===== src/core/psa_pkg.sv =====
// package: register map, field layout, reset values, codes and timing for the status and alarm block
package psa_pkg;
   // clock and command processing time
   localparam int unsigned CLK_PERIOD_NS = 100;
   localparam int unsigned CMD_PROC_NS = 500;
   localparam int unsigned CMD_PROC_CYC = (CMD_PROC_NS + CLK_PERIOD_NS - 1) / CLK_PERIOD_NS;
   localparam logic [3:0] CMD_PROC_LOAD = 4'(CMD_PROC_CYC);
   // register byte offsets
   localparam logic [4:0] OFF_STATUS = 5'h00;
   localparam logic [4:0] OFF_ALARM = 5'h04;
   localparam logic [4:0] OFF_ALARM_EN = 5'h08;
   localparam logic [4:0] OFF_ALARM_RAW = 5'h0C;
   localparam logic [4:0] OFF_CMD = 5'h10;
   localparam logic [4:0] OFF_CMD_STAT = 5'h14;
   // status word field positions
   localparam int BIT_SEC_LO = 8;
   localparam int BIT_OTP_BLOCKED = 7;
   localparam int BIT_OTP_PENDING = 6;
   localparam int BIT_OPEN_WIRE = 5;
   localparam int BIT_WATCHDOG = 4;
   localparam int BIT_FULL_RESET = 3;
   localparam int BIT_LP_PERMIT = 2;
   localparam int BIT_SOFT_CHARGE = 1;
   localparam int BIT_EDIT = 0;
   // alarm word: bit 8 reserved, bit 1 single scan done
   localparam int BIT_SCAN_DONE = 1;
   localparam logic [15:0] ALARM_VALID_MASK = 16'hFEFF;
   // command status bits
   localparam int BIT_CMD_BUSY = 0;
   localparam int BIT_CMD_REJECTED = 1;
   // reset values
   localparam logic [15:0] ALARM_EN_RST = 16'h0000;
   localparam logic FULL_RESET_RST = 1'b1;
   localparam logic OTP_BLOCKED_RST = 1'b1;
   // security states
   typedef enum logic [1:0] {
      PSA_SEC_INIT = 2'b00,
      PSA_SEC_OPEN = 2'b01,
      PSA_SEC_PARTLY = 2'b10,
      PSA_SEC_LOCKED = 2'b11
   } psa_sec_t;
   // host command codes
   typedef enum logic [7:0] {
      PSA_CMD_NONE = 8'h00,
      PSA_CMD_EDIT_ENTER = 8'h01,
      PSA_CMD_EDIT_EXIT = 8'h02,
      PSA_CMD_SLEEP_EN = 8'h03,
      PSA_CMD_SLEEP_DIS = 8'h04
   } psa_cmd_t;
   // command engine states
   typedef enum logic [1:0] {
      PSA_CS_IDLE = 2'b00,
      PSA_CS_EXEC = 2'b01,
      PSA_CS_DONE = 2'b10
   } psa_cstate_t;
endpackage


===== src/core/psa_alarm_latch.sv =====
// latched alarm word with enable gating, write-one-to-clear and alert output
`timescale 1ns/1ns
module psa_alarm_latch (
   // clock and reset
   input wire logic mclk,
   input wire logic rst_n,
   // event side
   input wire logic [15:0] raw,
   input wire logic [15:0] enable,
   input wire logic [15:0] clr,
   // results
   output logic [15:0] latched,
   output logic alert
);
   import psa_pkg::*;

   // one latch per bit; a set in the clearing cycle wins
   genvar i;
   generate
      for (i = 0; i < 16; i++) begin : g_bit
         always_ff @(posedge mclk or negedge rst_n) begin
            if (!rst_n) begin
               latched[i] <= 1'b0;
            end else if (ALARM_VALID_MASK[i] && raw[i] && enable[i]) begin
               latched[i] <= 1'b1;
            end else if (clr[i]) begin
               latched[i] <= 1'b0;
            end
         end
      end
   endgenerate

   // any latched flag drives the alert pin
   assign alert = |latched;
endmodule


===== src/core/psa_cmd_fsm.sv =====
// host command engine: takes a command, checks access, processes it, then pulses its effect
`timescale 1ns/1ns
module psa_cmd_fsm (
   // clock and reset
   input wire logic mclk,
   input wire logic rst_n,
   // command in
   input wire logic cmd_valid,
   input wire logic [7:0] cmd_code,
   input wire psa_pkg::psa_sec_t sec,
   // state out
   output logic busy,
   output logic rejected,
   // completion pulses
   output logic edit_enter_p,
   output logic edit_exit_p,
   output logic sleep_en_p,
   output logic sleep_dis_p
);
   import psa_pkg::*;

   psa_cstate_t state;
   logic [7:0] code;
   logic [3:0] cnt;
   logic refuse;

   // locked state and pre-init refuse the restricted commands; unknown codes refused always
   always_comb begin
      case (cmd_code)
         PSA_CMD_EDIT_ENTER,
         PSA_CMD_SLEEP_EN,
         PSA_CMD_SLEEP_DIS: refuse = (sec == PSA_SEC_LOCKED) || (sec == PSA_SEC_INIT);
         PSA_CMD_EDIT_EXIT: refuse = 1'b0;
         default: refuse = 1'b1;
      endcase
   end

   // sequencer; commands arriving while busy are dropped
   always_ff @(posedge mclk or negedge rst_n) begin
      if (!rst_n) begin
         state <= PSA_CS_IDLE;
         code <= 8'h00;
         cnt <= 4'h0;
         rejected <= 1'b0;
      end else begin
         case (state)
            PSA_CS_IDLE: begin
               if (cmd_valid) begin
                  rejected <= refuse;
                  if (!refuse) begin
                     code <= cmd_code;
                     cnt <= CMD_PROC_LOAD;
                     state <= PSA_CS_EXEC;
                  end
               end
            end
            PSA_CS_EXEC: begin
               cnt <= cnt - 4'h1;
               if (cnt == 4'h1) begin
                  state <= PSA_CS_DONE;
               end
            end
            PSA_CS_DONE: state <= PSA_CS_IDLE;
            default: state <= PSA_CS_IDLE;
         endcase
      end
   end

   // effects only once processing is complete
   assign busy = (state != PSA_CS_IDLE);
   assign edit_enter_p = (state == PSA_CS_DONE) && (code == PSA_CMD_EDIT_ENTER);
   assign edit_exit_p = (state == PSA_CS_DONE) && (code == PSA_CMD_EDIT_EXIT);
   assign sleep_en_p = (state == PSA_CS_DONE) && (code == PSA_CMD_SLEEP_EN);
   assign sleep_dis_p = (state == PSA_CS_DONE) && (code == PSA_CMD_SLEEP_DIS);
endmodule


===== src/core/psa_status_top.sv =====
// status word, security access gating and alarm word behind an Avalon-MM slave
//
// Implementation choices: the register offsets and the Avalon-MM register port.
`timescale 1ns/1ns
// Functional notes
// status bits 9:8 give security state, zero until initialization completes
// locked state: no configuration reads or writes, restricted commands refused
// partly-open state: configuration readable, writable only in settings-edit mode
// open state: unrestricted access, every command accepted; code gates writes on settings-edit flag, refuses unknown codes
// host should change configuration only in settings-edit mode
// otp write-blocked at bit 7; set whenever write-pending is clear normally
// entering edit mode evaluates otp conditions once; flag then frozen during edit
// write-pending at bit 6 set while otp data waits, until all written
// write-pending never set while in settings-edit mode
// open-wire flag at bit 5 only during checks, never when disabled
// bit 4 shows whether last reset came from internal watchdog
// full-reset flag at bit 3 set by reset, cleared on edit exit
// low-power permit at bit 2 from config default, then host commands
// low-power entry only with permit set and other criteria met
// bit 1 soft-charge mode; soft-charge switch replaces main charge switch
// bit 0 settings-edit set only after enter command fully processed
// configuration changes accepted only while settings-edit flag set
// alarm word bits 15:9 and 7:0 latched, bit 8 reserved, any drives alert
// writing one clears an alarm bit, zero leaves it
// latched alarm captured from raw flag only when enabled
// single-scan raw flag set on each completed scan when enabled
// simultaneous event and clear on an alarm bit keeps it set
// host writes to the status word are ignored
module psa_status_top (
   // clock and reset
   input wire logic mclk,
   input wire logic rst_n,
   // avalon-mm slave
   input wire logic [4:0] avs_address,
   input wire logic avs_read,
   input wire logic avs_write,
   input wire logic [31:0] avs_writedata,
   input wire logic [3:0] avs_byteenable,
   output logic [31:0] avs_readdata,
   output logic avs_waitrequest,
   // security and initialization
   input wire psa_pkg::psa_sec_t sec_state,
   input wire logic init_done,
   // otp programming
   input wire logic otp_cond_ok,
   input wire logic otp_data_waiting,
   input wire logic otp_all_written,
   // open-wire check, reset cause, low power
   input wire logic ow_enable,
   input wire logic ow_check_running,
   input wire logic wd_reset_cause,
   input wire logic cfg_sleep_default,
   input wire logic sleep_criteria_ok,
   // charging
   input wire logic soft_charge_mode,
   input wire logic charge_request,
   // alarm sources
   input wire logic scan_done,
   input wire logic [15:0] alarm_raw_in,
   // outputs to device logic
   output logic cfg_rd_allow,
   output logic cfg_wr_allow,
   output logic settings_edit_flag,
   output logic enter_low_power,
   output logic soft_charge_switch,
   output logic main_charge_switch,
   output logic alert_out
);
   import psa_pkg::*;

   logic ack;
   logic req;
   logic acc_wr;
   logic [31:0] next_rdata;
   logic otp_blocked;
   logic otp_pending;
   logic wd_flag;
   logic full_reset;
   logic lp_permit;
   logic started;
   logic [15:0] alarm_en;
   logic [15:0] alarm_raw;
   logic [15:0] alarm_latched;
   logic [15:0] alarm_clr;
   logic [15:0] status_word;
   psa_sec_t sec_field;
   logic cmd_busy;
   logic cmd_rejected;
   logic edit_enter_p;
   logic edit_exit_p;
   logic sleep_en_p;
   logic sleep_dis_p;

   // address match, used by read mux and write decode
   function automatic logic hit(input logic [4:0] a, input logic [4:0] off);
      hit = (a == off);
   endfunction

   // one wait state: read data captured on first edge, writes land on second
   assign req = avs_read || avs_write;
   assign avs_waitrequest = req && !ack;
   assign acc_wr = avs_write && ack;

   always_ff @(posedge mclk or negedge rst_n) begin
      if (!rst_n) begin
         ack <= 1'b0;
      end else begin
         ack <= req && !ack;
      end
   end

   // security field reads zero until initialization is done
   assign sec_field = init_done ? sec_state : PSA_SEC_INIT;

   // configuration access gating
   always_comb begin
      case (sec_field)
         PSA_SEC_OPEN: begin
            cfg_rd_allow = 1'b1;
            cfg_wr_allow = settings_edit_flag;
         end
         PSA_SEC_PARTLY: begin
            cfg_rd_allow = 1'b1;
            cfg_wr_allow = settings_edit_flag;
         end
         default: begin
            cfg_rd_allow = 1'b0;
            cfg_wr_allow = 1'b0;
         end
      endcase
   end

   // settings-edit flag follows completed enter and exit commands
   always_ff @(posedge mclk or negedge rst_n) begin
      if (!rst_n) begin
         settings_edit_flag <= 1'b0;
      end else if (edit_enter_p) begin
         settings_edit_flag <= 1'b1;
      end else if (edit_exit_p) begin
         settings_edit_flag <= 1'b0;
      end
   end

   // otp pending: set outside edit mode only, new data wins over completion
   always_ff @(posedge mclk or negedge rst_n) begin
      if (!rst_n) begin
         otp_pending <= 1'b0;
      end else if (otp_data_waiting && !settings_edit_flag) begin
         otp_pending <= 1'b1;
      end else if (otp_all_written) begin
         otp_pending <= 1'b0;
      end
   end

   // otp blocked: sampled on edit entry and frozen, else tracks conditions
   always_ff @(posedge mclk or negedge rst_n) begin
      if (!rst_n) begin
         otp_blocked <= OTP_BLOCKED_RST;
      end else if (edit_enter_p) begin
         otp_blocked <= !otp_cond_ok;
      end else if (!settings_edit_flag) begin
         otp_blocked <= otp_pending ? !otp_cond_ok : 1'b1;
      end
   end

   // first cycle after reset release captures reset cause and sleep default
   always_ff @(posedge mclk or negedge rst_n) begin
      if (!rst_n) begin
         started <= 1'b0;
         wd_flag <= 1'b0;
      end else if (!started) begin
         started <= 1'b1;
         wd_flag <= wd_reset_cause;
      end
   end

   // low-power permit: default from configuration, then host commands
   always_ff @(posedge mclk or negedge rst_n) begin
      if (!rst_n) begin
         lp_permit <= 1'b0;
      end else if (!started) begin
         lp_permit <= cfg_sleep_default;
      end else if (sleep_en_p) begin
         lp_permit <= 1'b1;
      end else if (sleep_dis_p) begin
         lp_permit <= 1'b0;
      end
   end

   // full-reset flag stays until edit mode is left
   always_ff @(posedge mclk or negedge rst_n) begin
      if (!rst_n) begin
         full_reset <= FULL_RESET_RST;
      end else if (edit_exit_p) begin
         full_reset <= 1'b0;
      end
   end

   // low power and charge switch steering
   assign enter_low_power = lp_permit && sleep_criteria_ok;
   assign soft_charge_switch = charge_request && soft_charge_mode;
   assign main_charge_switch = charge_request && !soft_charge_mode;

   // status word, read-only: no write path reaches it
   always_comb begin
      status_word = 16'h0000;
      status_word[BIT_SEC_LO +: 2] = sec_field;
      status_word[BIT_OTP_BLOCKED] = otp_blocked;
      status_word[BIT_OTP_PENDING] = otp_pending;
      status_word[BIT_OPEN_WIRE] = ow_enable && ow_check_running;
      status_word[BIT_WATCHDOG] = wd_flag;
      status_word[BIT_FULL_RESET] = full_reset;
      status_word[BIT_LP_PERMIT] = lp_permit;
      status_word[BIT_SOFT_CHARGE] = soft_charge_mode;
      status_word[BIT_EDIT] = settings_edit_flag;
   end

   // alarm enable register, byte lanes honoured
   always_ff @(posedge mclk or negedge rst_n) begin
      if (!rst_n) begin
         alarm_en <= ALARM_EN_RST;
      end else if (acc_wr && hit(avs_address, OFF_ALARM_EN)) begin
         if (avs_byteenable[0]) begin
            alarm_en[7:0] <= avs_writedata[7:0];
         end
         if (avs_byteenable[1]) begin
            alarm_en[15:8] <= avs_writedata[15:8];
         end
      end
   end

   // raw alarm flags; scan completion feeds its bit when enabled
   always_comb begin
      alarm_raw = alarm_raw_in & ALARM_VALID_MASK;
      alarm_raw[BIT_SCAN_DONE] = scan_done && alarm_en[BIT_SCAN_DONE];
   end

   // write-one-to-clear strobes for the latched word
   always_comb begin
      alarm_clr = 16'h0000;
      if (acc_wr && hit(avs_address, OFF_ALARM)) begin
         alarm_clr = avs_writedata[15:0] & {{8{avs_byteenable[1]}}, {8{avs_byteenable[0]}}};
      end
   end

   psa_alarm_latch u_alarm (
      .mclk(mclk),
      .rst_n(rst_n),
      .raw(alarm_raw),
      .enable(alarm_en),
      .clr(alarm_clr),
      .latched(alarm_latched),
      .alert(alert_out)
   );

   psa_cmd_fsm u_cmd (
      .mclk(mclk),
      .rst_n(rst_n),
      .cmd_valid(acc_wr && hit(avs_address, OFF_CMD) && avs_byteenable[0]),
      .cmd_code(avs_writedata[7:0]),
      .sec(sec_field),
      .busy(cmd_busy),
      .rejected(cmd_rejected),
      .edit_enter_p(edit_enter_p),
      .edit_exit_p(edit_exit_p),
      .sleep_en_p(sleep_en_p),
      .sleep_dis_p(sleep_dis_p)
   );

   // read mux; unmapped addresses read zero
   always_comb begin
      next_rdata = 32'h0000_0000;
      if (hit(avs_address, OFF_STATUS)) begin
         next_rdata[15:0] = status_word;
      end else if (hit(avs_address, OFF_ALARM)) begin
         next_rdata[15:0] = alarm_latched;
      end else if (hit(avs_address, OFF_ALARM_EN)) begin
         next_rdata[15:0] = alarm_en;
      end else if (hit(avs_address, OFF_ALARM_RAW)) begin
         next_rdata[15:0] = alarm_raw;
      end else if (hit(avs_address, OFF_CMD_STAT)) begin
         next_rdata[BIT_CMD_BUSY] = cmd_busy;
         next_rdata[BIT_CMD_REJECTED] = cmd_rejected;
      end
   end

   always_ff @(posedge mclk or negedge rst_n) begin
      if (!rst_n) begin
         avs_readdata <= 32'h0000_0000;
      end else if (avs_read && !ack) begin
         avs_readdata <= next_rdata;
      end
   end
endmodule


===== config.mk =====
export PLATFORM = sky130hd
export DESIGN_NAME = psa_status_top
export DESIGN_NICKNAME = d
export VERILOG_FILES = /design/src/core/psa_pkg.sv /design/src/core/psa_alarm_latch.sv /design/src/core/psa_cmd_fsm.sv /design/src/core/psa_status_top.sv
export SDC_FILE = /design/constraint.sdc
export NUM_CORES = 1
export LEC_CHECK = 0
export ABC_AREA = 1
export BUFFER_PORTS_ARGS = -buffer_cell sky130_fd_sc_hd__buf_2
export CORE_UTILIZATION = 52
export DETAILED_ROUTE_END_ITERATION = 10
export PLACE_DENSITY_LB_ADDON = 0.1
export SYNTH_ARGS = -nofsm -noshare
export SYNTH_HDL_FRONTEND = slang
export SYNTH_SLANG_ARGS = --single-unit

===== constraint.sdc =====
create_clock -name mclk -period 1.6 [get_ports mclk]
set_clock_uncertainty 0.05 [all_clocks]
set_input_delay 0 -clock mclk [delete_from_list [all_inputs] [get_ports mclk]]
set_output_delay 0 -clock mclk [all_outputs]
set_load 0.01 [all_outputs]

==> impl_results.md <==
- Outcome: finished, final reports clean
- First-pass GRT wire length: approximately 16,000 µm
- Actual slew at the worst max-slew pin: 0.5008 ns
- Slew margin rel.: 66.61%
- Vias per inst: ~5.1
- Detailed placement HPWL: 7003 µm
- Hold EP: avs_readdata[8]$_DFFE_PN0P_
- IO buf count: 78
- Cells after synthesis: just under 500
- Min Tclk post-route: 1.512 ns
- Fin. Hold Viols: 0
- Die X: 87.46 µm
- Gr usage total: 28.65%
- R2R Setup Slk: around 0.15 ns
- Synthesized cell area: 3797 µm²
- CTS Sinks: 70
- Final wirelength: 10,160 µm
- Worst Hold Depth: 5
- Uppermost layer routed: met4
- Largest net degree at the start of global routing: 50
- Clock buffer count from CTS: 9
- CTS tree: yes
- Post-route ant nets: 0
- CTS clk-pin slew, worst paths: 0.07 ns
- End-of-flow core utilization: 71.63%
- Cell variety after synth: 34
- Number of synthesized register bits: 70
- CP max FO: 2
- Total design power: approximately 0.0046 W
- R2R depth: 5
- PwrDens: 929.5 nW/µm²
- Finished Cell Area: 4947 µm²
- CP Capture Type: primary output
- Setup TNS: 0 ns
- 1st-iter DRT viols: 303
- VDD IR max: between 0.6 and 0.7 mV
- Hold Crit Class: in2reg
- Post-CTS Setup Bufs: 0
- Initial antenna violation count: 0
- Die area: 7648 µm²
- Reg-to-reg startpoint: ack$_DFF_PN0_
- H-tree Lvls: 3
- Register area share after synthesis: 46.19%
- FP Rows: 30
- Placed Instances: between 600 and 700
- Vias in the first global route: 3,392
- Finished Layout Cells: between 700 and 800
- Initial core utilization: 54.98%
- Layout cells sized above 1: ~20%
- DRT met1 WL: 4683 µm
- Crit path cell chain: dlygate4sd3_1 > buf_2 > nor2_1 > dlygate4sd3_1 > nor2_1 > buf_2
- Area growth, synth to finish: 30.28%
- Clock Tree Root: clkbuf_8
- CP arrival: between 1 and 1.5 ns
- Vias after detailed routing: approximately 3,700
- Slowest CP cell: dlygate4sd3_1
- Final setup violation count: 0
- DR WL met3: 673 µm
- Fill cell count: around 560
- Launch point of the worst hold path: init_done
- Critical setup path kind: in2out
- Crit path launch type: input pin
- Fmax: about 0.66 GHz
- Routed len/inst: 14.04 µm
- CP Data Required Time: 1.55 ns
- Slew Limit Fails: 0
- Met2 WL: 4621 µm
- Leak: 2.626 nW
- Synth Area per Inst: about 7.7 µm²
- Period utilization: 94.51%
- Core area: 6907 µm²
- NumNets Final: 700
- Worst-skew pair later-pin latency: 0.34 ns
- # diodes: 0
- Top Ports: between 100 and 150
- DRC viols: 0
- RSZ-0062 raised after global routing: no
- Grt total ovfl: 0
- Die height: slightly below 90 µm
- Max Cap Viol: 0
- Clock Tree Buf Depth: 2
- CP peak stage delay: ~0.55 ns
- TritonRoute pass-1 iters: 5
- R2R Path End: u_alarm.latched[7]$_DFFE_PN0P_
- RePlAce Congestion: 0.9032
- Area after DPL: around 4300 µm²
- Yosys warnings: 0
==> metal layers <==
metal / vias up / global-route usage, %
met4: 0 / 9.091
met1: 1697 / 41.06
met5: - / 0
met3: 17 / 6.445
met2: 152 / 43.11
li1: 1826 / -
==> cell usage after synthesis (all sizes together) <==
master / count / area (µm²)
a21oi: 9 / 56.31
and2: 1 / 6.260
buf: 26 / 187.7
clkbuf: 4 / 15.01
clkinv: 1 / 3.750
conb: 2 / 7.510
dfrtp: 68 / 1702
dfstp: 2 / 52.55
ha: 2 / 25.02
inv: 62 / 232.7
nand2: 138 / 530.5
nand3: 29 / 167.7
nand3b: 1 / 7.510
nand4: 34 / 227.7
nor2: 48 / 234.0
nor3: 3 / 15.01
nor4: 3 / 18.77
o21ai: 57 / 285.3
o21bai: 1 / 7.510
o22ai: 1 / 6.260
xnor2: 1 / 8.760
==> where the power goes <==
part           internal (W)  total, W  switching (W)
clock network       0.00100   0.00166       0.000652
logic              0.000317  0.000746       0.000429
registers           0.00201   0.00220       0.000190
total               0.00333   0.00460        0.00127
==> cell usage in the layout, fill, tap and decap left out, drive strengths merged <==
| cell | Yosys | routed |
|---|---|---|
| clkbuf | 4 | 13 |
| nand3 | 29 | 29 |
| dlygate4sd3 | 0 | 45 |
| ha | 2 | 2 |
| xnor2 | 1 | 1 |
| nand3b | 1 | 1 |
| nor3 | 3 | 3 |
| o21bai | 1 | 1 |
| o22ai | 1 | 1 |
| a21oi | 9 | 9 |
| inv | 62 | 62 |
| buf | 26 | 89 |
| clkinv | 1 | 2 |
| and2 | 1 | 1 |
| dfrtp | 68 | 68 |
| conb | 2 | 17 |
| nand4 | 34 | 34 |
| bufinv | 0 | 2 |
| dfstp | 2 | 2 |
| nor4 | 3 | 3 |
| nand2 | 138 | 138 |
| nor2 | 48 | 48 |
| o21ai | 57 | 57 |
==> worst max path at each step <==
| stage | from | endpoint | cells past startpoint | slack (ns) |
|---|---|---|---|---|
| after detailed placement | ack$_DFF_PN0_ | u_alarm.latched[7]$_DFFE_PN0P_ | 5 | 0.19 |
| after CTS | u_alarm.latched[3]$_DFFE_PN0P_ | alert_out | 3 | 0.07 |
| final | avs_read | avs_waitrequest | 6 | 0.09 |
| after global placement | ack$_DFF_PN0_ | u_alarm.latched[3]$_DFFE_PN0P_ | 5 | 0.20 |
| after global routing | ack$_DFF_PN0_ | u_alarm.latched[7]$_DFFE_PN0P_ | 5 | 0.02 |
| after floorplan | ack$_DFF_PN0_ | avs_readdata[5]$_DFFE_PN0P_ | 5 | 0.29 |
==> flip-flops by register name, summed over array words and instances, names as in the netlist, 2 cells and up <==
register,flops
alarm_en,16
avs_readdata,16
u_alarm.latched,15
u_cmd.code,8
u_cmd.cnt,4
u_cmd.state,2
==> layout make-up <==
type	count	area (µm²)	share of cell area, %
tap	96	120.1	2.428
timing repair buffer	134	935.9	18.92
sequential	70	1754	35.46
clock inverter	3	65.06	1.315
clock buffer	13	168.9	3.414
inverter	63	236.5	4.780
multi-input combinational	345	1667	33.69
==> what timing repair did <==
| item | 4_1_cts | 5_1_grt |
|---|---|---|
| endpoints found under the setup margin | 0 | 1 |
| hold buffers | 45 | 0 |
| gates resized for setup | 0 | 1 |
| hold endpoints to repair | 64 | 0 |
==> cells by family after synthesis <==
| logic type | Yosys count | share of synthesized area (%) |
|---|---|---|
| AO/OA/AOI/OAI | 68 | 9.358 |
| adder cells (fa/ha/maj) | 2 | 0.6589 |
| XOR/XNOR | 1 | 0.2307 |
| other | 2 | 0.1978 |
| buffers and inverters | 93 | 11.57 |
| AND/OR/NAND/NOR | 257 | 31.80 |
| flip-flops | 70 | 46.19 |
==> through the flow <==
stage	hold slack [ns]	worst slack, ns
floorplan	-0.3456	0.2882
global placement	-0.05218	0.2019
detailed placement	-0.05470	0.1865
CTS	0.01670	0.06842
global route	0.05608	0.02272
finish	0.02370	0.08789
==> worst max-delay path: cells and delay by family <==
kind / cells / cell delay [ns]
buf+inv: 4 / 1.35
simple gates: 2 / 0.12
(Power assumes the default switching activity.)
